==> src/inc/two_wire_slave_port_defs.vh <==
`ifndef TWO_WIRE_SLAVE_PORT_DEFS_VH
`define TWO_WIRE_SLAVE_PORT_DEFS_VH

// --------------------------------------------------------------------------
// register indices, byte address is four times the index
// --------------------------------------------------------------------------
`define IDX_OWN_SLAVE_ADDRESS      8'he3
`define IDX_SERIAL_DATA_BUFFER     8'he4
`define IDX_SERIAL_PORT_CONTROL    8'he5
`define IDX_INTERRUPT_ENABLE_ONE   8'he6
`define IDX_SERIAL_PORT_STATUS     8'he8
`define IDX_SERIAL_DATA_BUFFER_ALT 8'he9
`define IDX_INTERRUPT_FLAGS_ONE    8'hf1
`define IDX_FILTER_AND_PIN_SELECT  8'hf2
`define IDX_INTERRUPT_PRIORITY_ONE 8'hf6

// --------------------------------------------------------------------------
// reset values
// --------------------------------------------------------------------------
`define RST_OWN_SLAVE_ADDRESS      8'h00
`define RST_SERIAL_DATA_BUFFER     8'h00
`define RST_SERIAL_PORT_CONTROL    8'h10
`define RST_SERIAL_PORT_STATUS     8'h44
`define RST_FILTER_AND_PIN_SELECT  8'h40

// --------------------------------------------------------------------------
// field positions
// --------------------------------------------------------------------------
`define CTL_SOFT_RESET     5
`define CTL_READ_STRETCH   4
`define CTL_WRITE_STRETCH  3
`define CTL_CLOCK_RELEASE  2
`define CTL_SLEW_LIMIT_OFF 1
`define CTL_PORT_ENABLE    0
`define STAT_WRITE_COLLIDE 1
`define STAT_RX_OVERRUN    0
`define IRQ_PORT_BIT       3
`define FILT_ANALOG        6
`define FILT_DIGITAL       5

// --------------------------------------------------------------------------
// timing counts
// --------------------------------------------------------------------------
`define DIG_FILTER_SAMPLES 3

`endif

==> src/rtl/two_wire_slave_port.v <==
// Contract
// - own 7-bit address in bits 7..1
// - soft reset bit holds port in reset
// - read stretch holds clock low on reads
// - write stretch holds clock low on writes while the received byte is unread
// - clock release bit zero holds clock low
// - slew limit off selects standard mode
// - port takes part only when enabled
// - start detected flag set on start
// - stop flag reads one in stop state
// - direction bit recorded on address match
// - flag tells data byte from address
// - buffer full set after byte received
// - buffer full during transmit data bits
// - no acknowledge flag shows last ack slot
// - write during transmit discarded, collision flag
// - unread byte overrun drops new byte
// - one buffer serves both directions
// - interrupt flag bit 3 reports request
// - interrupt enable bit 3 gates delivery
// - analog filter select switches analog filter
// - digital filter select switches digital filter
// - priority bit 3 selects high priority
//
// Register access over APB is this design's own decision.
`timescale 1ns/100ps
`include "two_wire_slave_port_defs.vh"
module two_wire_slave_port #(
    parameter ADDR_W = 12
) (
    input  wire              clk_sys,
    input  wire              rstn,
    input  wire              psel,
    input  wire              penable,
    input  wire              pwrite,
    input  wire [ADDR_W-1:0] paddr,
    input  wire [31:0]       pwdata,
    output reg  [31:0]       prdata,
    output reg               pready,
    output reg               pslverr,
    input  wire              sclIn,
    output reg               sclOut,
    output reg               sclOe_n,
    input  wire              sdaIn,
    output reg               sdaOut,
    output reg               sdaOe_n,
    output reg               irqReq,
    output reg               irqHighPri,
    output reg               slewLimitOff,
    output reg               analogFilterOn,
    output reg               digitalFilterOn
);

localparam ST_IDLE   = 3'd0;
localparam ST_ADDR   = 3'd1;
localparam ST_WRITE  = 3'd2;
localparam ST_READ   = 3'd3;
localparam ST_IGNORE = 3'd4;

// --------------------------------------------------------------------------
// registers
// --------------------------------------------------------------------------
reg  [6:0] ownAddr_r;
reg  [7:0] dataBuf_r;
reg  [5:0] ctrl_r;
reg        irqEnable_r, irqFlag_r, irqPrio_r, anaFilt_r, digFilt_r;
reg        startSeen_r, stopSeen_r, readDir_r, dataNotAddr_r, bufFull_r;
reg        noAck_r, wrCollide_r, rxOverrun_r, ackNow_r, sdaDrive_r, stretch_r;
reg  [2:0] state_r;
reg  [3:0] bitCnt_r;
reg  [7:0] shift_r;

// --------------------------------------------------------------------------
// pin synchronisers and digital glitch filter
// --------------------------------------------------------------------------
wire [1:0] pinRaw = {sclIn, sdaIn};
reg  [1:0] pinMeta_r;
reg  [1:0] pinSync_r;
wire [1:0] pinFilt;
reg  [1:0] pinPrev_r;

genvar g;
generate
    for (g = 0; g < 2; g = g + 1) begin : gFilt
        reg [1:0] stable_r;
        reg       level_r;
        always @(posedge clk_sys or negedge rstn) begin
            if (!rstn) begin
                pinMeta_r[g] <= 1'b1;
                pinSync_r[g] <= 1'b1;
                stable_r     <= 2'd0;
                level_r      <= 1'b1;
            end else begin
                pinMeta_r[g] <= pinRaw[g];
                pinSync_r[g] <= pinMeta_r[g];
                if (!digFilt_r || pinSync_r[g] == level_r) begin
                    stable_r <= 2'd0;
                    level_r  <= pinSync_r[g];
                end else if (stable_r == `DIG_FILTER_SAMPLES - 1) begin
                    stable_r <= 2'd0;
                    level_r  <= pinSync_r[g];
                end else begin
                    stable_r <= stable_r + 2'd1;
                end
            end
        end
        assign pinFilt[g] = level_r;
    end
endgenerate

wire sclNow  = pinFilt[1];
wire sdaNow  = pinFilt[0];
wire sclRise = sclNow & ~pinPrev_r[1];
wire sclFall = ~sclNow & pinPrev_r[1];
wire startEv = sclNow & pinPrev_r[1] & pinPrev_r[0] & ~sdaNow;
wire stopEv  = sclNow & pinPrev_r[1] & ~pinPrev_r[0] & sdaNow;

// --------------------------------------------------------------------------
// apb decode
// --------------------------------------------------------------------------
wire       access  = psel & penable & pready;
wire       wrEn    = access & pwrite;
wire       rdEn    = access & ~pwrite;
wire       upperOk = (paddr[ADDR_W-1:10] == {(ADDR_W-10){1'b0}});
wire [7:0] regIdx  = paddr[9:2];
wire [7:0] wByte   = pwdata[7:0];

wire hitBuf  = upperOk && (regIdx == `IDX_SERIAL_DATA_BUFFER ||
                           regIdx == `IDX_SERIAL_DATA_BUFFER_ALT);
wire hitStat = upperOk && regIdx == `IDX_SERIAL_PORT_STATUS;
wire hitIrqF = upperOk && regIdx == `IDX_INTERRUPT_FLAGS_ONE;
wire bufWr   = wrEn & hitBuf;
wire bufRd   = rdEn & hitBuf;

wire [7:0] statusVal = {startSeen_r, stopSeen_r, readDir_r, dataNotAddr_r,
                        bufFull_r, noAck_r, wrCollide_r, rxOverrun_r};

reg        mapped;
reg  [7:0] rdByte;
always @* begin
    mapped = upperOk;
    rdByte = 8'h00;
    case (regIdx)
        `IDX_OWN_SLAVE_ADDRESS:      rdByte = {ownAddr_r, 1'b0};
        `IDX_SERIAL_DATA_BUFFER:     rdByte = dataBuf_r;
        `IDX_SERIAL_DATA_BUFFER_ALT: rdByte = dataBuf_r;
        `IDX_SERIAL_PORT_CONTROL:    rdByte = {2'b00, ctrl_r};
        `IDX_INTERRUPT_ENABLE_ONE:   rdByte = {4'h0, irqEnable_r, 3'h0};
        `IDX_SERIAL_PORT_STATUS:     rdByte = statusVal;
        `IDX_INTERRUPT_FLAGS_ONE:    rdByte = {4'h0, irqFlag_r, 3'h0};
        `IDX_FILTER_AND_PIN_SELECT:  rdByte = {1'b0, anaFilt_r, digFilt_r,
                                               5'h00};
        `IDX_INTERRUPT_PRIORITY_ONE: rdByte = {4'h0, irqPrio_r, 3'h0};
        default:                     mapped = 1'b0;
    endcase
end

// one wait state: pready rises in the second access cycle
always @(posedge clk_sys or negedge rstn) begin
    if (!rstn) begin
        pready  <= 1'b0;
        prdata  <= 32'h0000_0000;
        pslverr <= 1'b0;
    end else begin
        pready  <= psel & penable & ~pready;
        pslverr <= psel & penable & ~pready & ~mapped;
        if (psel & penable & ~pready & ~pwrite) begin
            prdata <= {24'h00_0000, rdByte};
        end
    end
end

// --------------------------------------------------------------------------
// software registers
// --------------------------------------------------------------------------
wire portRun = ctrl_r[`CTL_PORT_ENABLE] & ~ctrl_r[`CTL_SOFT_RESET];

always @(posedge clk_sys or negedge rstn) begin
    if (!rstn) begin
        ownAddr_r   <= 7'h00;
        ctrl_r      <= 6'h10;
        anaFilt_r   <= 1'b1;
        {irqEnable_r, irqPrio_r, digFilt_r} <= 3'b000;
    end else if (wrEn && upperOk) begin
        case (regIdx)
            `IDX_OWN_SLAVE_ADDRESS:      ownAddr_r <= wByte[7:1];
            `IDX_SERIAL_PORT_CONTROL:    ctrl_r <= wByte[5:0];
            `IDX_INTERRUPT_ENABLE_ONE:
                irqEnable_r <= wByte[`IRQ_PORT_BIT];
            `IDX_FILTER_AND_PIN_SELECT: begin
                anaFilt_r <= wByte[`FILT_ANALOG];
                digFilt_r <= wByte[`FILT_DIGITAL];
            end
            `IDX_INTERRUPT_PRIORITY_ONE: irqPrio_r <= wByte[`IRQ_PORT_BIT];
            default: ;
        endcase
    end
end

// --------------------------------------------------------------------------
// bus protocol engine
// --------------------------------------------------------------------------
wire [7:0] byteIn   = {shift_r[6:0], sdaNow};
wire       txLoad   = stretch_r & (state_r == ST_READ) & bufWr & ~bufFull_r;
wire       collide  = bufWr & (state_r == ST_READ) & bufFull_r;
wire       rxDone   = sclRise & (state_r == ST_WRITE) & (bitCnt_r == 4'd7);
wire       addrDone = sclRise & (state_r == ST_ADDR) & (bitCnt_r == 4'd7);
wire       addrHit  = byteIn[7:1] == ownAddr_r;
wire       ackSlot  = sclRise & (state_r == ST_READ) & (bitCnt_r == 4'd8);

always @(posedge clk_sys or negedge rstn) begin
    if (!rstn) begin
        state_r       <= ST_IDLE;
        bitCnt_r      <= 4'd0;
        shift_r       <= 8'h00;
        {ackNow_r, sdaDrive_r, stretch_r} <= 3'b000;
        dataBuf_r     <= `RST_SERIAL_DATA_BUFFER;
        {startSeen_r, stopSeen_r, readDir_r, dataNotAddr_r, bufFull_r,
         noAck_r, wrCollide_r, rxOverrun_r} <= `RST_SERIAL_PORT_STATUS;
        irqFlag_r     <= 1'b0;
        pinPrev_r     <= 2'b11;
    end else if (ctrl_r[`CTL_SOFT_RESET]) begin
        state_r       <= ST_IDLE;
        bitCnt_r      <= 4'd0;
        {ackNow_r, sdaDrive_r, stretch_r} <= 3'b000;
        {startSeen_r, stopSeen_r, readDir_r, dataNotAddr_r, bufFull_r,
         noAck_r, wrCollide_r, rxOverrun_r} <= `RST_SERIAL_PORT_STATUS;
        pinPrev_r     <= pinFilt;
    end else begin
        pinPrev_r <= pinFilt;
        if (wrEn && hitStat) begin
            wrCollide_r <= wByte[`STAT_WRITE_COLLIDE];
            rxOverrun_r <= wByte[`STAT_RX_OVERRUN];
        end
        if (wrEn && hitIrqF) begin
            irqFlag_r <= wByte[`IRQ_PORT_BIT];
        end
        if (bufWr && !collide) begin
            dataBuf_r <= wByte;
        end
        if (bufRd && state_r != ST_READ) begin
            bufFull_r <= 1'b0;
        end
        if (collide) begin
            wrCollide_r <= 1'b1;
        end
        if (txLoad) begin
            stretch_r  <= 1'b0;
            shift_r    <= wByte;
            bufFull_r  <= 1'b1;
            sdaDrive_r <= ~wByte[7];
        end
        if (stretch_r && state_r == ST_WRITE && bufRd) begin
            stretch_r <= 1'b0;
        end

        if (!portRun) begin
            state_r    <= ST_IDLE;
            sdaDrive_r <= 1'b0;
            stretch_r  <= 1'b0;
        end else if (startEv) begin
            state_r     <= ST_ADDR;
            bitCnt_r    <= 4'd0;
            sdaDrive_r  <= 1'b0;
            stretch_r   <= 1'b0;
            {startSeen_r, stopSeen_r} <= 2'b10;
        end else if (stopEv) begin
            state_r     <= ST_IDLE;
            sdaDrive_r  <= 1'b0;
            stretch_r   <= 1'b0;
            {startSeen_r, stopSeen_r} <= 2'b01;
        end else if (state_r != ST_IDLE && state_r != ST_IGNORE) begin
            if (sclRise) begin
                bitCnt_r <= bitCnt_r + 4'd1;
                if (bitCnt_r < 4'd8) begin
                    shift_r <= byteIn;
                end
            end
            if (addrDone) begin
                if (addrHit) begin
                    readDir_r     <= sdaNow;
                    dataNotAddr_r <= 1'b0;
                    ackNow_r      <= 1'b1;
                    irqFlag_r     <= 1'b1;
                end else begin
                    state_r <= ST_IGNORE;
                end
            end
            if (rxDone) begin
                dataNotAddr_r <= 1'b1;
                irqFlag_r     <= 1'b1;
                if (bufFull_r && !(bufRd)) begin
                    rxOverrun_r <= 1'b1;
                    ackNow_r    <= 1'b0;
                end else begin
                    dataBuf_r <= byteIn;
                    bufFull_r <= 1'b1;
                    ackNow_r  <= 1'b1;
                end
            end
            if (sclRise && state_r == ST_READ && bitCnt_r == 4'd7) begin
                bufFull_r     <= 1'b0;
                dataNotAddr_r <= 1'b1;
            end
            if (sclRise && state_r != ST_READ && bitCnt_r == 4'd8) begin
                noAck_r <= ~ackNow_r;
            end
            if (ackSlot) begin
                noAck_r   <= sdaNow;
                irqFlag_r <= 1'b1;
                if (sdaNow) begin
                    state_r <= ST_IGNORE;
                end
            end
            if (sclFall) begin
                if (bitCnt_r == 4'd8) begin
                    sdaDrive_r <= ackNow_r & (state_r != ST_READ);
                end else if (bitCnt_r == 4'd9) begin
                    bitCnt_r   <= 4'd0;
                    sdaDrive_r <= 1'b0;
                    ackNow_r   <= 1'b0;
                    if (state_r == ST_ADDR) begin
                        state_r <= readDir_r ? ST_READ : ST_WRITE;
                    end
                    if (state_r == ST_READ ||
                        (state_r == ST_ADDR && readDir_r)) begin
                        if (ctrl_r[`CTL_READ_STRETCH]) begin
                            stretch_r <= 1'b1;
                        end else begin
                            shift_r    <= dataBuf_r;
                            bufFull_r  <= 1'b1;
                            sdaDrive_r <= ~dataBuf_r[7];
                        end
                    end else if (ctrl_r[`CTL_WRITE_STRETCH] &&
                                 state_r == ST_WRITE && bufFull_r) begin
                        stretch_r <= 1'b1;
                    end
                end else if (state_r == ST_READ && !stretch_r) begin
                    sdaDrive_r <= ~shift_r[7];
                end
            end
        end
    end
end

// --------------------------------------------------------------------------
// registered outputs
// --------------------------------------------------------------------------
always @(posedge clk_sys or negedge rstn) begin
    if (!rstn) begin
        {sclOut, sdaOut, irqReq, irqHighPri} <= 4'h0;
        {slewLimitOff, digitalFilterOn} <= 2'b00;
        {sclOe_n, sdaOe_n, analogFilterOn} <= 3'b111;
    end else begin
        sclOut          <= 1'b0;
        sclOe_n         <= ~(portRun & (~ctrl_r[`CTL_CLOCK_RELEASE] |
                                        stretch_r));
        sdaOut          <= 1'b0;
        sdaOe_n         <= ~(portRun & sdaDrive_r);
        irqReq          <= irqFlag_r & irqEnable_r;
        irqHighPri      <= irqPrio_r;
        slewLimitOff    <= ctrl_r[`CTL_SLEW_LIMIT_OFF];
        analogFilterOn  <= anaFilt_r;
        digitalFilterOn <= digFilt_r;
    end
end

endmodule // two_wire_slave_port

==> config.mk <==
export PLATFORM = sky130hd
export DESIGN_NAME = two_wire_slave_port
export DESIGN_NICKNAME = d
export VERILOG_FILES = /design/src/rtl/two_wire_slave_port.v
export VERILOG_INCLUDE_DIRS = /design/src /design/src/inc
export SDC_FILE = /design/constraint.sdc
export NUM_CORES = 1
export LEC_CHECK = 0
export ABC_CLOCK_PERIOD_IN_PS = 2200
export BUFFER_PORTS_ARGS = -buffer_cell sky130_fd_sc_hd__buf_2
export CAP_MARGIN = 25
export CORE_MARGIN = 10
export CORE_UTILIZATION = 51
export CTS_BUF_LIST = sky130_fd_sc_hd__clkbuf_4 sky130_fd_sc_hd__clkbuf_8
export DETAILED_ROUTE_END_ITERATION = 8
export PLACE_DENSITY_LB_ADDON = 0.25
export SYNTH_ARGS = -nofsm -noshare
export SYNTH_HDL_FRONTEND = slang
export SYNTH_SLANG_ARGS = --single-unit
export TNS_END_PERCENT = 10
==> constraint.sdc <==
create_clock -name clk_sys -period 2.2 [get_ports clk_sys]
set_input_delay 0.11 -clock clk_sys [delete_from_list [all_inputs] [get_ports clk_sys]]
set_output_delay 0.11 -clock clk_sys [all_outputs]
set_load 0.02 [all_outputs]
==> flow_summary.ini, run 1 <==
[pwr]
p_total_mw = 3.00
peakVddDrop_mv = 0.269
powerDensity_mw_per_mm2 = 553
power.leakage_nw = 2.35

[global_route]
grt_pass1_wl_um = 21000
grt_usage_pct = 19.8
grt_max_degree = 43
grt_pass1_vias = 3999
overflow = 0
antenna_found_initial = 0

[min_path]
hold_depth = 2
hold_path_startpoint = pwdata[2]
worstHoldPathType = primary input to register
hold_path_end = ownAddr_r[1]$_DFFE_PN0P_

[clocking]
cts.sinks = 81
clock_latency_ps = 360
root_buffer = clkbuf_8
cts_made_buffers = 9
cts_tree = done
cts_buffer_depth = 2
h-tree-depth = 3
clkTransAtPathRegs_ps = 90

[timing]
fin_skew_ps = 8.37
fin_ws_ps = -16.9
period_share_pct = 101
drv_slew = 0
fin_crit_ps = 2220
setup_viol = 1
tightest_slew_ps = 697
rsz0062_at_grt = true
clock.fmax_mhz = 451
hold_viol = 0
whs_ps = 40.1
slew_headroom_pct = 53.3

[place]
finalWeightedCongestion = 0.928
pre_cts_ws_ps = -77.4
port_buffers = 41
post-dp-hpwl_um = 9540

[routing]
vias_per_cell = 6.07
first_pass_iters = 5
drc = 0
route.detailed.wl_per_inst_um = 19.3
first_iter_violations = 367
wl_um = 12900
ant_nets = 0
vias = 4064

[synth]
synth_seq_area_share_pct = 45.0
ys_warn_count = 0
synth.avg_cell_area_um2 = 9.55
syn-cell-area_mm2 = 0.00455
synth_edf_count = 0
synth_top_area_share_pct = 36.3
ys_ff_latch = 81
synthCells = 476
netlist_top_cells_area = dfrtp_1 36%, dfstp_2 8.7%, buf_4 4.5%
ys_types = 66
ys.flop_type = dfrtp_1
async_flop_share_pct = 100
synth_area_leader_cell = dfrtp_1

[die]
dieWidth_um = 114
die_h_um = 114
num_rows = 34
ios = 94
start_util_pct = 52.4
core_region_area_mm2 = 0.00868
die_area_mm2 = 0.0131

[worst_setup_path]
setup.worst_path.class = register to register
critical_path.endpoint_type = register
cp.buffers_inverters = 1
cp_cell_sequence = inv_1, ha_1, and4bb_2, nand2b_4, or4_4, o22ai_4, a311oi_2, a221o_1
arrival_ps = 2460
crit_family = simple AND/OR/NAND/NOR gates
r2r-end = shift_r[2]$_DFFE_PN0N_
cp-start-kind = register
slowest_delay_ps = 560
r2r_start = bitCnt_r[1]$_DFFE_PN0P_
worstPathRequired_ps = 2440
path_max_fanout = 5
critPathSlowestCell = or4_4
reg2reg_slack_ps = -20
worstRegToRegCells = 8

[cells_and_area]
nets = 611
area_growth_pct = 19.3
n_antenna_cell = 0
fillers = 730
layout-drive-gt1-share_pct = 29.5

[run_status]
status = complete, but fails checks
violations = setup timing

[flow_run]
cap_violations = 0
## layout make-up
type	instances	area, µm²	area share [%]
well taps	108	135	2.49
multi-input cells	360	2390	44.0
inverters	14	52.6	0.969
clock inverters	7	76.3	1.41
flip-flops and latches	81	2050	37.7
repair buffers	91	603	11.1
clock buffers	9	124	2.28
## synth_stat cells, types with 6 or more instances
cell / instances
dfstp_2: 15
a211oi_1: 7
nand2_1: 39
nand2b_1: 10
a31oi_1: 13
nand4_1: 7
o21ai_0: 21
mux2_2: 16
inv_1: 14
nor3_1: 14
nor4_1: 10
nor2_1: 49
xnor2_1: 9
buf_4: 27
o22ai_1: 10
clkbuf_1: 12
a21oi_1: 17
a22oi_1: 11
a311oi_1: 7
mux2i_1: 6
dfrtp_1: 66
nand3_1: 8
## cells by family (layout without fill, tap and decap cells)
logic type               Yosys count  count (layout)  synth area share [%]
XOR/XNOR                          14              14                  2.70
adder cells (fa/ha/maj)            3               3                 0.826
AND/OR/NAND/NOR                  180             180                  21.0
multiplexers                      22              22                  5.28
buffers and inverters             60             121                  7.49
flip-flops                        81              81                  45.0
other                              1              26                0.0825
AO/OA/AOI/OAI                    115             115                  17.6
## routing by layer
layer | GRT usage [%] | wire, µm | vias to the layer above | share of wire (%)
li1 | - | - | 1863 | -
met1 | 26.2 | 5520 | 1978 | 43
met2 | 30.8 | 5890 | 195 | 46
met3 | 4.09 | 1150 | 28 | 8.9
met4 | 8.35 | 338 | 0 | 2.6
met5 | 0 | 0 | - | 0
## registers in the layout (all words and copies together), names as in the netlist, 2 cells and up
register / count
prdata: 8
dataBuf_r: 8
bitCnt_r: 4
ctrl_r: 6
pinPrev_r: 2
gFilt.level_r: 2
pinSync_r: 2
ownAddr_r: 7
state_r: 3
pinMeta_r: 2
shift_r: 8
gFilt.stable_r: 4
## cells in the final DEF, fill, tap and decap left out, types with 3 or more instances in the layout
master	netlist	final
dfrtp_1	66	66
buf_4	27	47
nor2_1	49	46
buf_2	5	40
nand2_1	39	38
conb_1	1	26
o21ai_0	21	21
a21oi_1	17	16
mux2_2	16	16
dfstp_2	15	15
inv_1	14	14
nor3_1	14	12
a31oi_1	13	12
a22oi_1	11	11
xnor2_1	9	9
nand2b_1	10	9
clkbuf_8	0	9
nand3_1	8	8
nor4_1	10	8
nand4_1	7	7
o22ai_1	10	6
a311oi_1	7	6
mux2i_1	6	6
nor2b_1	5	5
xor2_1	5	5
a221o_1	5	5
nand3b_1	4	4
a211oi_1	7	4
nor4b_1	3	3
and2_1	3	3
and3_1	3	3
o21a_1	3	3
nor4bb_1	3	3
a21o_1	3	3
nor2_2	0	3
a211oi_2	0	3
o22ai_2	0	3
inv_6	0	3
dlygate4sd3_1	0	3
## stage by stage
stage	utilization, %	area [µm²]	cells	TNS, ps
final	62.5	5420	670	-16.9
after global routing	62.5	5420	670	-1040
after CTS	61.7	5360	669	-97.8
after detailed placement	58.4	5070	650	-309
after global placement	58.4	5070	650	-84.7
after floorplan	-	4660	501	0
## report_power, final
| part | internal, mW | switching, mW |
|---|---|---|
| Clock | 0.534 | 0.587 |
| Combinational | 0.0984 | 0.222 |
| Sequential | 1.53 | 0.0241 |
## what timing repair did
action | CTS | global route
pin swaps | 7 | 15
buffers inserted | 0 | 1
hold buffers | 3 | 0
endpoints found under the setup margin | 12 | 16
endpoints found under the hold margin | 33 | 0
resized for setup | 10 | 13
## how the worst max path moves through the flow
stage	endpoint	start	slack, ps	cells after the start
2_1_floorplan	dataBuf_r[0]$_DFFE_PN0N_	state_r[0]$_DFFE_PN0P_	10	7
3_3_place_gp	dataBuf_r[2]$_DFFE_PN0N_	gFilt[1].level_r$_DFFE_PN1P_	-30	7
3_5_place_dp	dataBuf_r[1]$_DFFE_PN0N_	gFilt[1].level_r$_DFFE_PN1P_	-80	7
4_1_cts	shift_r[2]$_DFFE_PN0N_	bitCnt_r[0]$_DFFE_PN0P_	-30	8
5_1_grt	dataBuf_r[3]$_DFFE_PN0N_	gFilt[1].level_r$_DFFE_PN1P_	-110	7
6_report	shift_r[2]$_DFFE_PN0N_	bitCnt_r[1]$_DFFE_PN0P_	-20	8
Power figures use the tool's default switching activity.
==> run 2, diff against run 1 <==
--- a/config.mk
+++ b/config.mk
@@ -9,7 +9,7 @@
 export ABC_CLOCK_PERIOD_IN_PS = 2200
 export BUFFER_PORTS_ARGS = -buffer_cell sky130_fd_sc_hd__buf_2
 export CAP_MARGIN = 25
-export CORE_MARGIN = 10
+export CORE_MARGIN = 1.5
 export CORE_UTILIZATION = 51
 export CTS_BUF_LIST = sky130_fd_sc_hd__clkbuf_4 sky130_fd_sc_hd__clkbuf_8
 export DETAILED_ROUTE_END_ITERATION = 8
==> run 2 against run 1 <==
  * The flow now finishes without violations
  * Core utilization up 0.85 points
  * Clock power about the same
  * Design area grew 1.4%
  * Sequential share of layout area shrank 0.51 points
  * Critical path type unchanged
  * Critical endpoint is now shift_r[1]$_DFFE_PN0N_
  * Largest cell class unchanged
==> flow_summary.ini, run 2 (synthesized netlist as in run 1, its figures left out) <==
[die]
num_rows = 34
die_h_um = 97.4
die_area_mm2 = 0.00949
start_util_pct = 52.4
dieWidth_um = 97.4
ios = 94
core_region_area_mm2 = 0.00868

[global_route]
antenna_found_initial = 0
grt_usage_pct = 27.0
overflow = 0
grt_max_degree = 49
grt_pass1_wl_um = 20400
grt_pass1_vias = 4024

[worst_setup_path]
slowest_delay_ps = 580
worstRegToRegCells = 8
setup.worst_path.class = register to register
cp-start-kind = register
r2r_start = bitCnt_r[0]$_DFFE_PN0P_
reg2reg_slack_ps = 0.6
worstPathRequired_ps = 2440
r2r-end = shift_r[1]$_DFFE_PN0N_
endpoint = shift_r[1]$_DFFE_PN0N_
cp.buffers_inverters = 1
cp_cell_sequence = inv_2, ha_4, and4bb_2, nand2b_4, or4_4, o22ai_2, a311oi_1, a221o_1
crit_family = simple AND/OR/NAND/NOR gates
critPathSlowestCell = or4_4
crit_cells = 8
arrival_ps = 2440
startpoint = bitCnt_r[0]$_DFFE_PN0P_
path_max_fanout = 5
critical_path.endpoint_type = register

[timing]
finalSetupTns_ps = 0
clock.fmax_mhz = 455
whs_ps = 24.1
drv_slew = 0
hold_viol = 0
fin_skew_ps = 8.73
fin_crit_ps = 2200
setup_viol = 0
rsz0062_at_grt = true
fin_ws_ps = 0.551
tightest_slew_ps = 563
slew_headroom_pct = 62.1
period_share_pct = 100

[pwr]
powerDensity_mw_per_mm2 = 544
p_total_mw = 2.99
peakVddDrop_mv = 0.367
power.leakage_nw = 2.41

[run_status]
status = finished clean

[routing]
drc = 0
first_pass_iters = 5
wl_um = 12600
route.detailed.wl_per_inst_um = 18.6
vias_per_cell = 6.04
vias = 4084
first_iter_violations = 373
ant_nets = 0

[cells_and_area]
final_common_cell = dfrtp_1
final_util_pct = 63.4
nets = 617
layout-drive-gt1-share_pct = 30.1
largestRegisters = dataBuf_r: 8 flops, prdata: 8 flops, shift_r: 8 flops
stdcell_area_mm2 = 0.00550
final_cell_mix = 66 x dfrtp_1, 51 x buf_4, 48 x nor2_1, 40 x buf_2, 39 x nand2_1
area_growth_pct = 20.9
fin_cells = 676
n_antenna_cell = 0

[clocking]
cts_buffer_depth = 2
clock_latency_ps = 360
cts_tree = done
cts.sinks = 81
root_buffer = clkbuf_8
clkTransAtPathRegs_ps = 90
cts_made_buffers = 9
h-tree-depth = 3

[place]
dp.cells = 655
post-dp-hpwl_um = 9240
place_area_mm2 = 0.00512
pre_cts_ws_ps = 6.77
finalWeightedCongestion = 0.970
port_buffers = 41

[min_path]
hold_depth = 3
worstHoldPathType = primary input to register

[flow_run]
cap_violations = 0
-- run 2: changes by cell type in the layout (fill, tap and decap cells not counted), sizes merged --
| cell | delta |
|---|---|
| buf | +6 |
-- run 2: how the worst min path moves through the flow --
stage	from	to
after floorplan	rstn	ackNow_r$_DFFE_PN0P_
after global placement	rstn	gFilt[0].stable_r[1]$_DFF_PN0_
after detailed placement	rstn	gFilt[0].stable_r[0]$_DFF_PN0_
after CTS	penable	pready$_DFF_PN0_
after global routing	pwdata[2]	ownAddr_r[1]$_DFFE_PN0P_
final	penable	pready$_DFF_PN0_
-- run 2: tightest hold or removal path: stages --
cell	delay, ps
buf_2	100
nand2_1	80
nor2_1	50
-- run 2: repair_timing --
item	CTS	global route
buffers inserted	0	2
hold buffers	3	0
endpoints found under the setup margin	3	17
gates resized for setup	3	23
hold endpoints to repair	23	0
pin swaps	1	13
-- run 2: layout make-up --
cell class / instances / area [µm²]
clock inverter: 7 / 76.3
inverter: 14 / 52.6
timing repair buffer: 97 / 664
sequential: 81 / 2050
fill: 732 / 3180
tap: 108 / 135
multi-input combinational: 360 / 2400
clock buffer: 9 / 124
-- run 2: power by group --
part	internal (mW)	switching [mW]
Sequential	1.53	0.0232
Combinational	0.0975	0.215
Clock	0.534	0.587
-- run 2: metal layers --
layer / global-route usage (%) / share of wire [%] / wire length, µm
met5: 0 / 0 / 0
met4: 9.89 / 2.4 / 299
met3: 4.68 / 7.5 / 942
met2: 43.4 / 48 / 6000
met1: 36.9 / 42 / 5310
==> run 3, diff against run 2 <==
--- a/config.mk
+++ b/config.mk
@@ -10,9 +10,9 @@
 export BUFFER_PORTS_ARGS = -buffer_cell sky130_fd_sc_hd__buf_2
 export CAP_MARGIN = 25
 export CORE_MARGIN = 1.5
-export CORE_UTILIZATION = 51
-export CTS_BUF_LIST = sky130_fd_sc_hd__clkbuf_4 sky130_fd_sc_hd__clkbuf_8
+export CORE_UTILIZATION = 50
 export DETAILED_ROUTE_END_ITERATION = 8
+export GPL_TIMING_DRIVEN = 0
 export PLACE_DENSITY_LB_ADDON = 0.25
 export SYNTH_ARGS = -nofsm -noshare
 export SYNTH_HDL_FRONTEND = slang
==> run 3 against run 2 <==
  * The flow now finishes with violations (setup timing)
  * Core utilization down 1.1 points
  * Die area up 1.9%
  * Combinational power up 9.6%
  * Sequential power barely moved
  * Design area fell by 0.75%
  * First-iteration DRC count shrank 3.8%
  * Global-route usage down 0.44 points
  * Clock-buffer cell count increased by 3
  * Highest routed layer unchanged
==> flow_summary.ini, run 3 (synthesized netlist as in run 1, its figures left out) <==
[min_path]
hold_path_startpoint = penable
hold_depth = 3
hold_path_end = pready$_DFF_PN0_
worstHoldPathType = primary input to register

[die]
ios = 94
num_rows = 34
core_region_area_mm2 = 0.00876
dieWidth_um = 98.3
start_util_pct = 51.9
die_area_mm2 = 0.00967
die_h_um = 98.3

[flow_run]
cap_violations = 0

[place]
port_buffers = 39
finalWeightedCongestion = 0.953
dp.cells = 649
post-dp-hpwl_um = 8850

[cells_and_area]
fillers = 736
final_common_cell = dfrtp_1
area_growth_pct = 20.0
nets = 616
largestRegisters = dataBuf_r: 8 flops, prdata: 8 flops, shift_r: 8 flops
seq_area_mm2 = 0.00205
layout-drive-gt1-share_pct = 26.6
multi_input_comb_area_mm2 = 0.00238
fin_cells = 675
n_antenna_cell = 0
final_cell_mix = 66 x dfrtp_1, 49 x nor2_1, 43 x buf_2, 39 x nand2_1, 35 x buf_4

[run_status]
violations = setup timing
status = complete, but fails checks

[worst_setup_path]
reg2reg_slack_ps = -110
critPathSlowestCell = or4_4
cp_cell_sequence = inv_1, ha_2, and4bb_2, nand2b_4, or4_4, o22ai_1, a311oi_1, a221o_1
setup.worst_path.class = register to register
slowest_delay_ps = 540
r2r_start = bitCnt_r[1]$_DFFE_PN0P_
path_max_fanout = 6
critical_path.endpoint_type = register
cp-start-kind = register
arrival_ps = 2550
worstRegToRegCells = 8
r2r-end = shift_r[5]$_DFFE_PN0N_
worstPathRequired_ps = 2440

[clocking]
root_buffer = clkbuf_8
clkTransAtPathRegs_ps = 90
cts_buffer_depth = 2
clock_latency_ps = 370
cts_made_buffers = 9
cts_tree = done
cts.sinks = 81
h-tree-depth = 3

[timing]
setup_viol = 11
tightest_slew_ps = 1000
clock.fmax_mhz = 434
fin_skew_ps = 11.6
fin_ws_ps = -106
slew_headroom_pct = 32.6
drv_slew = 0
hold_viol = 0
rsz0062_at_grt = true
period_share_pct = 105
fin_crit_ps = 2310

[pwr]
power.leakage_nw = 2.40
p_total_mw = 3.24
peakVddDrop_mv = 0.417
powerDensity_mw_per_mm2 = 595

[routing]
wl_um = 12500
first_iter_violations = 359
first_pass_iters = 5
vias_per_cell = 5.92
ant_nets = 0
drc = 0
vias = 3998
route.detailed.wl_per_inst_um = 18.5

[global_route]
antenna_found_initial = 0
grt_usage_pct = 26.6
grt_pass1_vias = 3847
overflow = 0
grt_max_degree = 50
grt_pass1_wl_um = 20100
run 3: cell types whose count changed in the layout (fill, tap and decap cells not counted), sizes merged:
cell,change
bufinv,+2
clkbuf,+15
clkinvlp,-2
buf,-13
clkinv,-1
inv,-2
run 3: critical path: cells and delay by family (launching register included):
kind	cells	cell delay (ps)
adder cells (fa/ha/maj)	1	210
flip-flops	1	360
AO/OA/AOI/OAI	3	540
buffers and inverters	1	70
AND/OR/NAND/NOR	3	980
run 3: cell type report:
| class | instances | area share (%) |
|---|---|---|
| Multi-Input combinational cell | 360 | 43.6 |
| Sequential cell | 81 | 37.5 |
| Timing Repair Buffer | 51 | 5.73 |
| Buffer | 45 | 5.25 |
| Clock buffer | 12 | 2.66 |
| Tap cell | 108 | 2.48 |
| Clock inverter | 4 | 1.81 |
| Inverter | 14 | 0.963 |
run 3: routing by layer:
layer	up-vias	routed length, µm	share of wire (%)	GRT usage, %
met4	0	304	2.4	10.7
li1	1869	-	-	-
met3	22	1040	8.4	6.87
met2	205	5690	46	40.6
met1	1902	5440	44	36.2
met5	-	0	0	0
run 3: metrics by stage:
| stage | setup slack, ps | util (%) | instance area [µm²] | hold slack [ps] | setup TNS, ps |
|---|---|---|---|---|---|
| 6_report | -106 | 62.3 | 5460 | 13.4 | -452 |
| 5_1_grt | -194 | 62.3 | 5460 | 16.1 | -2380 |
| 4_1_cts | -56.9 | 61.9 | 5420 | 14.1 | -166 |
| 3_5_place_dp | -434 | 57.3 | 5020 | 90.8 | -7230 |
| 3_3_place_gp | -404 | 56.9 | 4990 | 215 | -6080 |
| 2_1_floorplan | 9.93 | - | 4660 | -186 | 0 |
run 3: worst max-delay path by stage:
stage,startpoint,to,slack (ps),depth (start not counted)
3_3_place_gp,state_r[0]$_DFFE_PN0P_,dataBuf_r[2]$_DFFE_PN0N_,-400,7
4_1_cts,bitCnt_r[0]$_DFFE_PN0P_,shift_r[5]$_DFFE_PN0N_,-60,8
2_1_floorplan,state_r[0]$_DFFE_PN0P_,dataBuf_r[0]$_DFFE_PN0N_,10,7
6_report,bitCnt_r[1]$_DFFE_PN0P_,shift_r[5]$_DFFE_PN0N_,-110,8
5_1_grt,bitCnt_r[1]$_DFFE_PN0P_,shift_r[5]$_DFFE_PN0N_,-190,8
3_5_place_dp,state_r[0]$_DFFE_PN0P_,dataBuf_r[2]$_DFFE_PN0N_,-430,7
run 3: report_power, final:
group          switching (mW)  total (mW)  internal (mW)
combinational           0.220       0.343          0.123
clock                   0.552        1.34          0.791
sequential             0.0256        1.56           1.53
run 3: timing repair:
| action | in CTS | in global routing |
|---|---|---|
| pin swaps | 8 | 2 |
| hold endpoints to repair | 22 | 0 |
| hold buffers | 3 | 0 |
| buffers inserted | 6 | 1 |
| resized for setup | 17 | 7 |
| cloned | 0 | 0 |
| endpoints found under the setup margin | 21 | 25 |
